[src/rtl/mcas_map.vh]
// Register map, field positions and reset values of the monitor configuration and alarm block
// What this block does
// - Run bit high uses programmed limits; low selects defaults, programmed limits kept.
// - After lock is written the run bit is read-only.
// - Lock sets once; lockable fields frozen until power cycle.
// - Read-only ready flag goes high once the device is ready to monitor.
// - Full-speed bit drives all fans full; resets zero; never locked.
// - Lockable power-reporting bit, informational for software only.
// - Spin-up-disable bit holds pulse outputs high for whole spin-up timeout.
// - Timeout-disable bit turns off the serial-bus timeout; lockable.
// - Supply-scale bit selects 5 V (one) or 3.3 V (zero) supply measurement.
// - Configuration register at 0x40, resets to 0x00.
// - Status bits 0..3 latch 2.5 V, core, supply and 5 V rail alarms.
// - Status bits 4..6 latch remote one, local and remote two temperature alarms.
// - Reading status clears a latched bit only if its condition has gone.
// - Status bit 7 is the OR of the secondary status register.
// - Status register at 0x41, read-only, resets to 0x00.
// - Writes to lockable fields after lock leave them unchanged.
`ifndef MCAS_MAP_VH
`define MCAS_MAP_VH
`define MCAS_ADDR_W          8
`define MCAS_CFG_IDX         8'h40
`define MCAS_STAT_IDX        8'h41
`define MCAS_IRQ_EN_IDX      8'h50
`define MCAS_IRQ_STAT_IDX    8'h51
`define MCAS_IRQ_CLR_IDX     8'h52
`define MCAS_CFG_RESET       8'h00
`define MCAS_STAT_RESET      8'h00
`define MCAS_CFG_RUN         0
`define MCAS_CFG_LOCK        1
`define MCAS_CFG_READY       2
`define MCAS_CFG_FULL        3
`define MCAS_CFG_POWER       4
`define MCAS_CFG_SPIN        5
`define MCAS_CFG_BUS_TIMEOUT_DISABLE       6
`define MCAS_CFG_SCALE       7
`define MCAS_CFG_LOCKABLE    8'hD3
`define MCAS_STAT_SUMMARY    7
`define MCAS_READY_NS        1000
`define MCAS_CLK_MHZ         250
`define MCAS_READY_CYC       ((`MCAS_READY_NS * `MCAS_CLK_MHZ + 999) / 1000)
`define MCAS_RESP_OKAY       2'b00
`define MCAS_RESP_SLVERR     2'b10
`endif

[src/rtl/mcas_regs.v]
// Configuration and first alarm status registers behind an AXI4-Lite slave
`timescale 1ns/10ps
`include "mcas_map.vh"
module mcas_regs #(
  parameter READY_CYCLES = `MCAS_READY_CYC
) (
  input  wire        aclk,
  input  wire        aresetn,
  input  wire [31:0] s_axi_awaddr,
  input  wire        s_axi_awvalid,
  output reg         s_axi_awready,
  input  wire [31:0] s_axi_wdata,
  input  wire [3:0]  s_axi_wstrb,
  input  wire        s_axi_wvalid,
  output reg         s_axi_wready,
  output reg  [1:0]  s_axi_bresp,
  output reg         s_axi_bvalid,
  input  wire        s_axi_bready,
  input  wire [31:0] s_axi_araddr,
  input  wire        s_axi_arvalid,
  output reg         s_axi_arready,
  output reg  [31:0] s_axi_rdata,
  output reg  [1:0]  s_axi_rresp,
  output reg         s_axi_rvalid,
  input  wire        s_axi_rready,
  input  wire [6:0]  limit_violation,
  input  wire [7:0]  secondary_status,
  output reg         monitor_run,
  output reg         config_locked,
  output reg         fans_full_speed,
  output reg         power_report,
  output reg         spinup_pulse_disable,
  output reg         bus_timeout_disable,
  output reg         supply_scale_select,
  output reg         irq
);

  reg  [6:0]  viol_s1;
  reg  [6:0]  viol;
  reg  [7:0]  sec_s1;
  reg  [7:0]  sec;
  reg  [7:0]  cfg;
  reg  [6:0]  alarm;
  reg  [7:0]  irq_stat;
  reg  [7:0]  irq_en;
  reg         ready;
  reg  [15:0] ready_cnt;
  reg         aw_held;
  reg         w_held;
  reg  [7:0]  aw_idx;
  reg  [7:0]  w_byte;
  reg         w_lane0;
  reg  [7:0]  next_cfg;
  reg  [7:0]  rd_val;
  reg         rd_ok;
  reg         wr_ok;
  reg         next_irq;

  wire        aw_fire   = s_axi_awvalid && s_axi_awready;
  wire        w_fire    = s_axi_wvalid && s_axi_wready;
  wire        do_write  = aw_held && w_held && !s_axi_bvalid;
  wire        ar_fire   = s_axi_arvalid && s_axi_arready;
  wire [7:0]  ar_idx    = s_axi_araddr[9:2];
  wire        stat_read = ar_fire && (ar_idx == `MCAS_STAT_IDX);
  wire        sec_summary = |sec;
  wire [7:0]  status    = {sec_summary, alarm};
  wire [7:0]  events    = {sec_summary, viol};

  // Alarm and secondary inputs come from other logic domains
  always @(posedge aclk) begin
    if (!aresetn) begin
      viol_s1 <= 7'h00;
      viol    <= 7'h00;
      sec_s1  <= 8'h00;
      sec     <= 8'h00;
    end else begin
      viol_s1 <= limit_violation;
      viol    <= viol_s1;
      sec_s1  <= secondary_status;
      sec     <= sec_s1;
    end
  end

  always @(posedge aclk) begin
    if (!aresetn) begin
      ready_cnt <= 16'h0000;
      ready     <= 1'b0;
    end else if (!ready) begin
      if (ready_cnt >= READY_CYCLES[15:0] - 16'h0001)
        ready <= 1'b1;
      else
        ready_cnt <= ready_cnt + 16'h0001;
    end
  end

  // Write channel: address and data accepted in either order
  always @(posedge aclk) begin
    if (!aresetn) begin
      s_axi_awready <= 1'b1;
      s_axi_wready  <= 1'b1;
      aw_held       <= 1'b0;
      w_held        <= 1'b0;
      aw_idx        <= 8'h00;
      w_byte        <= 8'h00;
      w_lane0       <= 1'b0;
      s_axi_bvalid  <= 1'b0;
      s_axi_bresp   <= `MCAS_RESP_OKAY;
    end else begin
      if (aw_fire) begin
        aw_held       <= 1'b1;
        aw_idx        <= s_axi_awaddr[9:2];
        s_axi_awready <= 1'b0;
      end
      if (w_fire) begin
        w_held       <= 1'b1;
        w_byte       <= s_axi_wdata[7:0];
        w_lane0      <= s_axi_wstrb[0];
        s_axi_wready <= 1'b0;
      end
      if (do_write) begin
        aw_held      <= 1'b0;
        w_held       <= 1'b0;
        s_axi_bvalid <= 1'b1;
        s_axi_bresp  <= wr_ok ? `MCAS_RESP_OKAY : `MCAS_RESP_SLVERR;
      end else if (s_axi_bvalid && s_axi_bready) begin
        s_axi_bvalid  <= 1'b0;
        s_axi_awready <= 1'b1;
        s_axi_wready  <= 1'b1;
      end
    end
  end

  always @* begin
    case (aw_idx)
      `MCAS_CFG_IDX, `MCAS_STAT_IDX, `MCAS_IRQ_EN_IDX, `MCAS_IRQ_CLR_IDX: wr_ok = 1'b1;
      default: wr_ok = 1'b0;
    endcase
  end

  always @* begin
    next_cfg = cfg;
    if (do_write && w_lane0 && aw_idx == `MCAS_CFG_IDX) begin
      if (cfg[`MCAS_CFG_LOCK])
        next_cfg = (cfg & `MCAS_CFG_LOCKABLE) | (w_byte & ~`MCAS_CFG_LOCKABLE);
      else
        next_cfg = w_byte;
      next_cfg[`MCAS_CFG_FULL] = w_byte[`MCAS_CFG_FULL];
      next_cfg[`MCAS_CFG_LOCK] = cfg[`MCAS_CFG_LOCK] | w_byte[`MCAS_CFG_LOCK];
    end
    next_cfg[`MCAS_CFG_READY] = ready;
  end

  always @(posedge aclk) begin
    if (!aresetn)
      cfg <= `MCAS_CFG_RESET;
    else
      cfg <= next_cfg;
  end

  // controls driven to monitor, fan and bus logic
  always @(posedge aclk) begin
    if (!aresetn) begin
      monitor_run          <= 1'b0;
      config_locked        <= 1'b0;
      fans_full_speed      <= 1'b0;
      power_report         <= 1'b0;
      spinup_pulse_disable <= 1'b0;
      bus_timeout_disable  <= 1'b0;
      supply_scale_select  <= 1'b0;
    end else begin
      monitor_run          <= next_cfg[`MCAS_CFG_RUN];
      config_locked        <= next_cfg[`MCAS_CFG_LOCK];
      fans_full_speed      <= next_cfg[`MCAS_CFG_FULL];
      power_report         <= next_cfg[`MCAS_CFG_POWER];
      spinup_pulse_disable <= next_cfg[`MCAS_CFG_SPIN];
      bus_timeout_disable  <= next_cfg[`MCAS_CFG_BUS_TIMEOUT_DISABLE];
      supply_scale_select  <= next_cfg[`MCAS_CFG_SCALE];
    end
  end

  // latch wins over clearing read, writes ignored
  always @(posedge aclk) begin
    if (!aresetn)
      alarm <= 7'h00;
    else if (stat_read)
      alarm <= viol;
    else
      alarm <= alarm | viol;
  end

  // Interrupt status: set wins over write-one-to-clear
  always @(posedge aclk) begin
    if (!aresetn) begin
      irq_stat <= 8'h00;
      irq_en   <= 8'h00;
    end else begin
      if (do_write && w_lane0 && aw_idx == `MCAS_IRQ_EN_IDX)
        irq_en <= w_byte;
      if (do_write && w_lane0 && aw_idx == `MCAS_IRQ_CLR_IDX)
        irq_stat <= (irq_stat & ~w_byte) | events;
      else
        irq_stat <= irq_stat | events;
    end
  end

  always @* begin
    next_irq = |(irq_stat & irq_en);
  end

  always @(posedge aclk) begin
    if (!aresetn)
      irq <= 1'b0;
    else
      irq <= next_irq;
  end

  // Read decode; clear register reads as zero
  always @* begin
    rd_ok  = 1'b1;
    rd_val = 8'h00;
    case (ar_idx)
      `MCAS_CFG_IDX:      rd_val = cfg;
      `MCAS_STAT_IDX:     rd_val = status;
      `MCAS_IRQ_EN_IDX:   rd_val = irq_en;
      `MCAS_IRQ_STAT_IDX: rd_val = irq_stat;
      `MCAS_IRQ_CLR_IDX:  rd_val = 8'h00;
      default:            rd_ok = 1'b0;
    endcase
  end

  always @(posedge aclk) begin
    if (!aresetn) begin
      s_axi_arready <= 1'b1;
      s_axi_rvalid  <= 1'b0;
      s_axi_rdata   <= 32'h00000000;
      s_axi_rresp   <= `MCAS_RESP_OKAY;
    end else if (ar_fire) begin
      s_axi_arready <= 1'b0;
      s_axi_rvalid  <= 1'b1;
      s_axi_rdata   <= {24'h000000, rd_val};
      s_axi_rresp   <= rd_ok ? `MCAS_RESP_OKAY : `MCAS_RESP_SLVERR;
    end else if (s_axi_rvalid && s_axi_rready) begin
      s_axi_rvalid  <= 1'b0;
      s_axi_arready <= 1'b1;
    end
  end

endmodule

[config.mk]
export PLATFORM = sky130hd
export DESIGN_NAME = mcas_regs
export DESIGN_NICKNAME = d
export VERILOG_FILES = /design/src/rtl/mcas_regs.v
export VERILOG_INCLUDE_DIRS = /design/src /design/src/rtl
export SDC_FILE = /design/constraint.sdc
export NUM_CORES = 1
export LEC_CHECK = 0
export BUFFER_PORTS_ARGS = -buffer_cell sky130_fd_sc_hd__buf_2
export CAP_MARGIN = 25
export CORE_MARGIN = 4
export CORE_UTILIZATION = 48
export CTS_CLUSTER_SIZE = 14
export DETAILED_ROUTE_END_ITERATION = 6
export PLACE_DENSITY = 0.84
export SLEW_MARGIN = 30
export SYNTH_ARGS = -nofsm -noshare
export SYNTH_HDL_FRONTEND = slang
export SYNTH_SLANG_ARGS = --single-unit
[constraint.sdc]
create_clock -name aclk -period 2.95 [get_ports aclk]
set_clock_uncertainty 0.2 [all_clocks]
set_input_delay 0.1475 -clock aclk [delete_from_list [all_inputs] [get_ports aclk]]
set_output_delay 0.1475 -clock aclk [all_outputs]
set_load 0.02 [all_outputs]
==> results of run 1 <==
## worst max path at each step
| stage | slack [ns] | endpoint | startpoint | cells past startpoint |
|---|---|---|---|---|
| 3_3_place_gp | 0.66 | irq_stat[2]$_SDFF_PN0_ | aw_idx[2]$_SDFFE_PN0P_ | 4 |
| 3_5_place_dp | 0.64 | irq_stat[1]$_SDFF_PN0_ | aw_idx[2]$_SDFFE_PN0P_ | 4 |
| 2_1_floorplan | 0.83 | ready_cnt[4]$_SDFFE_PN0P_ | ready_cnt[1]$_SDFFE_PN0P_ | 7 |
| 6_report | 0.38 | s_axi_rresp[1]$_SDFFE_PN0P_ | s_axi_arready$_SDFFE_PN1P_ | 5 |
| 4_1_cts | 0.47 | s_axi_rresp[1]$_SDFFE_PN0P_ | s_axi_arready$_SDFFE_PN1P_ | 5 |
| 5_1_grt | 0.21 | s_axi_rresp[1]$_SDFFE_PN0P_ | s_axi_arready$_SDFFE_PN1P_ | 5 |
## power breakdown
group	total, W	internal [W]	switching [W]
Clock	0.00222	0.00148	0.000739
Combinational	0.000307	0.000139	0.000168
Sequential	0.00163	0.00158	0.0000492
Total	0.00416	0.00320	0.000956
## per-stage QoR
step	total power, W	hold slack (ns)
3_3_place_gp	0.00186	0.154
2_1_floorplan	0.00182	0.0479
6_report	0.00416	0.0783
3_5_place_dp	0.00187	0.157
5_1_grt	0.00427	0.104
4_1_cts	0.00412	0.0426
## cells by family after synthesis
| kind of cell | count (synthesis) | share of synthesized area, % |
|---|---|---|
| flip-flops | 113 | 51.4 |
| buffers and inverters | 60 | 7.44 |
| other | 1 | 0.0851 |
| AND/OR/NAND/NOR | 179 | 23.7 |
| multiplexers | 2 | 0.483 |
| adder cells (fa/ha/maj) | 3 | 0.852 |
| AO/OA/AOI/OAI | 121 | 16.1 |
## layout make-up
cell class | instances | area share [%]
flip-flops and latches | 113 | 37.2
clock inverters | 13 | 3.46
well taps | 108 | 2.22
diodes | 1 | 0.0412
multi-input cells | 331 | 31.4
inverters | 13 | 0.803
repair buffers | 143 | 17.7
clock buffers | 19 | 7.11
## worst max-delay path: stages, from the launching register on
cell and delay [ns]:
sky130_fd_sc_hd__dfxtp_1 0.36, sky130_fd_sc_hd__nand2_1 0.15, sky130_fd_sc_hd__nor4_1 0.47, sky130_fd_sc_hd__dlygate4sd3_1 0.66, sky130_fd_sc_hd__nor3_1 0.06, sky130_fd_sc_hd__dlygate4sd3_1 0.55
## synth_stat cells, drive strengths merged, types with 3 or more instances
master / n
a31oi: 8
ha: 3
o21ai: 28
a22oi: 10
or4b: 3
inv: 13
and2: 43
nand2: 38
or4: 3
nand3: 34
nand2b: 7
nor3: 4
nand4: 5
nand3b: 5
nor4: 8
o22ai: 3
clkbuf: 18
dfxtp: 113
a21oi: 54
a22o: 11
nor2: 13
buf: 29
and3: 5
## metal layers
metal | routed length, um | global-route usage (%) | vias to the layer above
met5 | 0 | 0 | -
met4 | 696 | 12.6 | 0
met3 | 1240 | 6.90 | 78
met2 | 6390 | 42.4 | 309
met1 | 4760 | 27.6 | 1973
li1 | - | - | 1932
## what timing repair did
item | in CTS | in global routing
hold buffers | 70 | 0
setup buffers | 0 | 0
hold endpoints to repair | 58 | 0
## state kept, by name, summed over array words and instances (netlist names), 7 cells and up
| name | count |
|---|---|
| w_byte | 8 |
| viol_s1 | 7 |
| irq_en | 8 |
| irq_stat | 8 |
| sec_s1 | 8 |
| viol | 7 |
| ready_cnt | 16 |
| s_axi_rdata | 8 |
| aw_idx | 8 |
| alarm | 7 |
| cfg | 8 |
| sec | 8 |
==> results.md, run 1 <==
- In this run the cell area measured after placement is ~0.0047 mm2.
- The final core utilization is between 60% and 70%.
- The final net count is roughly 740.
- The area of the die is 0.0108 mm2.
- The layout has between 500 and 600 filler cells.
- The worst setup path is of the reg2reg kind.
- The setup slack at placement is roughly 0.64 ns.
- The startpoint identified for the worst register-to-register timing path is s_axi_arready$_SDFFE_PN1P_.
- The number of antenna violations at the first check in global routing is 1.
- For this design the ratio of total power to cell area is about 680 mW/mm2.
- The root buffer cell chosen for the clock tree is sky130_fd_sc_hd__clkbuf_8.
- The cell count after placement is about 640.
- The worst relative slew slack is slightly above 40%.
- After detailed routing, the total wire length is 13100 um.
- The worst hold path begins at s_axi_araddr[4].
- The HPWL after detailed placement is roughly 7000 um.
- The combined global-route utilization of all metal layers is ~25%.
- The number of global-route vias before repair was around 4300.
- The floorplan has 34 rows.
- The global placer's final weighted congestion is roughly 0.86.
- The count of cell types in the netlist is 48.
- For this run, the leading register cell type out of synthesis is sky130_fd_sc_hd__dfxtp_1.
- The peak supply drop is 0.345 mV.
- At the pin with the least slew margin, the transition time is between 0.8 and 0.9 ns.
- Counting flops and latches in the post-synthesis netlist gives 113.
- The maximum count of clock buffers along a single path is 2.
- Counting flops with a built-in enable in the synthesized netlist gives 0.
- The starting utilization of the core area is 50.0%.
- The worst register-to-register path ends at s_axi_rresp[1]$_SDFFE_PN0P_.
- The count of buffers added on input and output ports is around 70.
- The type of the worst min-delay path is in2reg.
- The maximum clock frequency is slightly below 400 MHz.
- The first global-routing pass estimated between 20000 and 25000 um of wire.
- For this run, asynchronously set or reset flops after synthesis account for 0%.
- Counting every instance in the synthesized netlist gives roughly 480.
- Entering global routing, the biggest net connects 50 pins.
- The count of cells in the finished layout, fillers not included, comes to around 740.
- The number of search-and-repair iterations in the first detailed-routing pass is 5.
- The worst setup path is captured at a register.
- The summed instance area of the synthesized netlist is approximately 0.0044 mm2.
- The number of instances on the worst hold path is 4.
- The setup slack of the most critical reg-to-reg path is ~0.38 ns.
- The clock slew seen by the registers of the worst setup and hold paths is ~0.050 ns.
- The setup slack of the critical path after layout is 0.381 ns.
- From bottom edge to top edge, the die measures 104 um.
- Yosys printed 0 warnings.
- The number of clock sinks is 113.
- In this run the horizontal extent of the chip is between 100 and 150 um.
- The detailed router placed around 4300 vias in this run.
- TritonCTS built the clock tree.
- The clock reaches the later pin of the worst-skew pair after 0.52 ns.
- The smallest clock period supported by the final layout is computed as roughly 2.6 ns.
- Setup repair after global routing left no endpoint under its margin.
- For this block, the initial DRC count from the detailed router was 388.
- The kind of launch point of the worst setup path is a register.
- The fraction of post-synthesis cell area in the top cell type by area is between 50% and 60%.
- The most common library cell in the layout ignoring fill and taps is sky130_fd_sc_hd__dfxtp_1.
- The share of cells above drive strength 1 is between 10% and 20%.
- Dividing the detail-routed via count by the number of cells gives 5.79.
- The maximum fanout along the worst path is 6.
- around 170 I/O pins were placed.
- Data arrives at the worst endpoint at about 2.8 ns.
- Dividing the final minimum period by the clock period gives 87.1%.
- Setup total negative slack on the finished layout was measured at 0 ns.
- After floorplanning, the core was sized to cover between 0.008 and 0.009 mm2.
- In this run the static leakage power is around 2.5 nW.
- The multi-input combinational cells in the finished layout cover a total of about 0.0019 mm2.
- In the layout the commonest cells are sky130_fd_sc_hd__dfxtp_1 (113), sky130_fd_sc_hd__dlygate4sd3_1 (70), sky130_fd_sc_hd__buf_2 (69).
- The clock tree synthesis step divided the H-tree into 4 levels.
- The capture endpoint of the worst hold path is s_axi_rdata[5]$_SDFFE_PN0P_.
- The count of maximum capacitance violations is 0.
- The total setup violations reported at the end of the flow is 0.
- The final routed DRC violation total is 0.
- The synthesis-to-layout area growth is 37.9%.
- The number of CTS-inserted buffers is 17.
- In the final layout, flip-flops and latches occupy roughly 0.0023 mm2.
- The number of nets with antenna violations after detailed routing is 0.
- The global-route congestion overflow total is 0.
- After synthesis, flip-flops and latches occupy 51.4% of the total area.
- Yosys attributes the largest share of cell area to sky130_fd_sc_hd__dfxtp_1 (51%), sky130_fd_sc_hd__a21oi_1 (6.1%), sky130_fd_sc_hd__and2_1 (6.0%).
- The final number of hold-violating endpoints is 0.
- For the worst setup path, the data required time is 3.15 ns.
- The number of cells traversed by the worst register-to-register path is 5.
- The average instance in the mapped netlist occupies about 9.2 um2.
- The final instance area is ~0.006 mm2.
- The number of resized instances in the post-cts repair step is 0.
- The average wire per cell in the routed design is about 18 um.
- The number of pins with negative max-slew slack in the final report is 0.
- The leading area contributor after synthesis is sky130_fd_sc_hd__dfxtp_1.
- The flow ran to the end, and the final reports show no timing, DRC or antenna violations.
Note: power is estimated with default switching activity, not from simulation.
==> inputs of run 2 (changes only) <==
Settings changed: CELL_PAD_IN_SITES_DETAIL_PLACEMENT from default to 1, CELL_PAD_IN_SITES_GLOBAL_PLACEMENT from default to 1, CORE_UTILIZATION 48 to 35.
==> results.md, run 2 (synthesized netlist as in run 1, its figures left out) <==
- The run finished with clean final reports.
- The number of pins with negative max-slew slack in the final report came to 0 (unchanged).
- The number of cells traversed by the worst register-to-register path is 5 (unchanged).
- The slew at the pin with the worst max-slew slack is 1.00 ns (+0.114 ns).
- The final net count is 725 (-2.6%).
- The share of cells above drive strength 1 is 18.8% (+0.56 points).
- The slowest stage of the critical path belongs to the cell sky130_fd_sc_hd__dlygate4sd3_1.
- The number of DRC violations after detailed-routing iteration 0 is 195 (-50%).
- The capture endpoint of the worst hold path is s_axi_rdata[7]$_SDFFE_PN0P_.
- The tightest min-delay check is of the in2reg type.
- Leaving out fill and tap cells, the most frequent cells in the layout are sky130_fd_sc_hd__dfxtp_1 (113), sky130_fd_sc_hd__buf_2 (69), sky130_fd_sc_hd__a21oi_1 (54).
- The maximum fanout along the worst path is 6 (unchanged).
- The number of post-CTS setup repair buffers was 0 (unchanged).
- The total setup violations reported at the end of the flow is 0 (unchanged).
- The final worst-path cycle share is 88.1% (+1.0 points).
- The detailed-routing wirelength on met1 is 5530 um (+16%).
- The number of global-route vias before repair came to 4386 (+1.1%).
- The buffers plus inverters on the worst setup path is 2 (unchanged).
- The global placer's final weighted congestion was 0.836 (-3.0%).
- Counting flops per register, the top entry is ready_cnt.
- The final core utilization came to 49.4% (-20 points).
- The core area is 0.0122 mm2 (+38%).
- The minimum clock period was 2.60 ns (+0.0301 ns).
- The number of antenna violations at the first check in global routing is 1 (unchanged).
- The critical setup path kind is reg2reg.
- The final total power is 0.00434 W (+4.3%).
- The maximum clock frequency is 385 MHz (-1.2%).
- The final routed DRC violation total is 0 (unchanged).
- The maximum level of the CTS H-tree came to 4 (unchanged).
- The via count of the routed design was 3977 (-7.3%).
- The delay contributed by the slowest stage of the critical path is 0.64 ns (-0.02 ns).
- The pin count of the biggest net entering global routing is 57 (+14%).
- The arrival time of the worst setup path is 2.70 ns (-0.07 ns).
- The origin of the worst setup path is s_axi_arready$_SDFFE_PN1P_.
- The I/O pin total is 171 (unchanged).
- The endpoint of the most critical register-to-register path is s_axi_rresp[1]$_SDFFE_PN0P_.
- The number of nets with antenna violations after detailed routing is 0 (unchanged).
- Setup repair after global routing left no endpoint under its margin.
- The half-perimeter wire length of the detailed placement result is 8290 um (+18%).
- The signal on the critical path passes through nand2_1, nor4_1, dlygate4sd3_1, nor3_1, dlygate4sd3_1.
- The number of clock sinks is 113 (unchanged).
- The layout filler cell count is 1403 (+140%).
- The startpoint of the worst hold path is s_axi_araddr[8].
- The sum of negative setup slack came to 0 ns (unchanged).
- The type of element capturing the critical path is a register.
- In this run the top signal layer used is met4.
- The sum of met3 wire segment lengths after detailed routing is 782 um (-37%).
- The most numerous cell type found on the critical path is sky130_fd_sc_hd__dlygate4sd3_1.
- The count of maximum capacitance violations was 0 (unchanged).
- The data required time at the worst endpoint is 3.05 ns (-0.10 ns).
- The number of search-and-repair iterations in the first detailed-routing pass was 4 (-1).
- The cell class contributing the biggest share of worst-path delay is buffers and inverters.
- The total length of routed met2 wires is 7060 um (+10%).
- The global-route congestion overflow total is 0 (unchanged).
- The average wire per cell in the routed design came to 17.5 um (-0.80%).
- The startpoint identified for the worst register-to-register timing path is s_axi_arready$_SDFFE_PN1P_.
- Relative to the synthesized area, the layout overhead comes to 36.4%.
- The cell sitting at the root of the clock tree is a sky130_fd_sc_hd__clkbuf_16.
- The library cell used most frequently in the layout, excluding fill and tap cells, is sky130_fd_sc_hd__dfxtp_1.
- The worst relative slew slack was 32.6% (-7.6 points).
- The number of instances on the worst hold path was 5 (+1).
- The first-pass GRT wire length came to 22200 um (+3.7%).
- The starting utilization of the core area came to 36.2% (-14 points).
- The flip-flop count of the largest register after layout is 16 (unchanged).
- The setup slack of the most critical reg-to-reg path is 0.35 ns (-0.03 ns).
- The post-detailed-route via-to-cell ratio came to 5.09 (-12%).
- The final number of hold-violating endpoints is 0 (unchanged).
- The width of the chip is 120 um (+16%).
- The worst setup path is launched from a register.
- TritonCTS built the clock tree.
- The clock slew seen by the registers of the worst setup and hold paths is 0.05 ns (about the same).
- The peak supply drop is 0.396 mV (+15%).
- The number of buffer cells added on primary ports is 69 (unchanged).
- The power density normalized to cell area is 723 mW/mm2 (+5.5%).
- The maximum count of clock buffers along a single path came to 2 (unchanged).
- The number of resized instances in the post-cts repair step was 0 (unchanged).
- The number of rows in the core area came to 40 (+18%).
- The count of hold buffers inserted by post-cts repair was 51 (-27%).
- The combined global-route utilization of all metal layers was 19.7% (-4.8 points).
- The leakage power total came to 2.42 nW (-3.3%).
- The clock insertion delay at the later pin of the skew report is 0.43 ns (-0.09 ns).
- The die height was 120 um (+16%).
- The number of CTS-inserted buffers came to 17 (unchanged).
- The total length of routed wires is 13700 um (+4.7%).
- The area of the die is 0.0144 mm2 (+34%).
run 2: layout make-up:
class | count | area (um2) | area share (%)
inverters | 13 | 48.8 | 0.812
clock inverters | 14 | 260 | 4.33
clock buffers | 18 | 429 | 7.14
multi-input cells | 331 | 1910 | 31.8
repair buffers | 124 | 886 | 14.7
flip-flops and latches | 113 | 2260 | 37.7
diodes | 1 | 2.50 | 0.0417
well taps | 168 | 210 | 3.50
run 2: worst max-delay path by stage:
stage | end | slack, ns | depth (start not counted)
4_1_cts | s_axi_rresp[1]$_SDFFE_PN0P_ | 0.40 | 5
3_5_place_dp | irq_stat[3]$_SDFF_PN0_ | 0.59 | 4
3_3_place_gp | irq_stat[3]$_SDFF_PN0_ | 0.65 | 4
5_1_grt | s_axi_rresp[1]$_SDFFE_PN0P_ | 0.19 | 5
6_report | s_axi_rresp[1]$_SDFFE_PN0P_ | 0.35 | 5
2_1_floorplan | ready_cnt[4]$_SDFFE_PN0P_ | 0.83 | 7
run 2: through the flow:
step / area (um2) / std cells / setup slack [ns] / hold WS [ns]
floorplan: 4500 / 504 / 0.831 / 0.0479
global placement: 4800 / 698 / 0.650 / 0.154
detailed placement: 4800 / 698 / 0.587 / 0.160
CTS: 6000 / 781 / 0.402 / 0.0424
global route: 6010 / 782 / 0.187 / 0.114
finish: 6010 / 782 / 0.351 / 0.0505
run 2: worst reg2reg max path: stages (launching register included):
cell and delay [ns]:
sky130_fd_sc_hd__dfxtp_1 0.37, sky130_fd_sc_hd__nand2_1 0.16, sky130_fd_sc_hd__nor4_1 0.47, sky130_fd_sc_hd__dlygate4sd3_1 0.64
sky130_fd_sc_hd__nor3_1 0.06, sky130_fd_sc_hd__dlygate4sd3_1 0.59
run 2: per-layer routing:
metal	GRT usage, %	vias up
li1	-	1887
met1	21.9	1934
met2	35.5	129
met3	4.82	27
met4	8.88	0
met5	0	-
run 2: power by group:
part | switching [W] | internal (W)
Combinational | 0.000161 | 0.000123
Clock | 0.000757 | 0.00167
Sequential | 0.0000466 | 0.00158
Total | 0.000965 | 0.00338
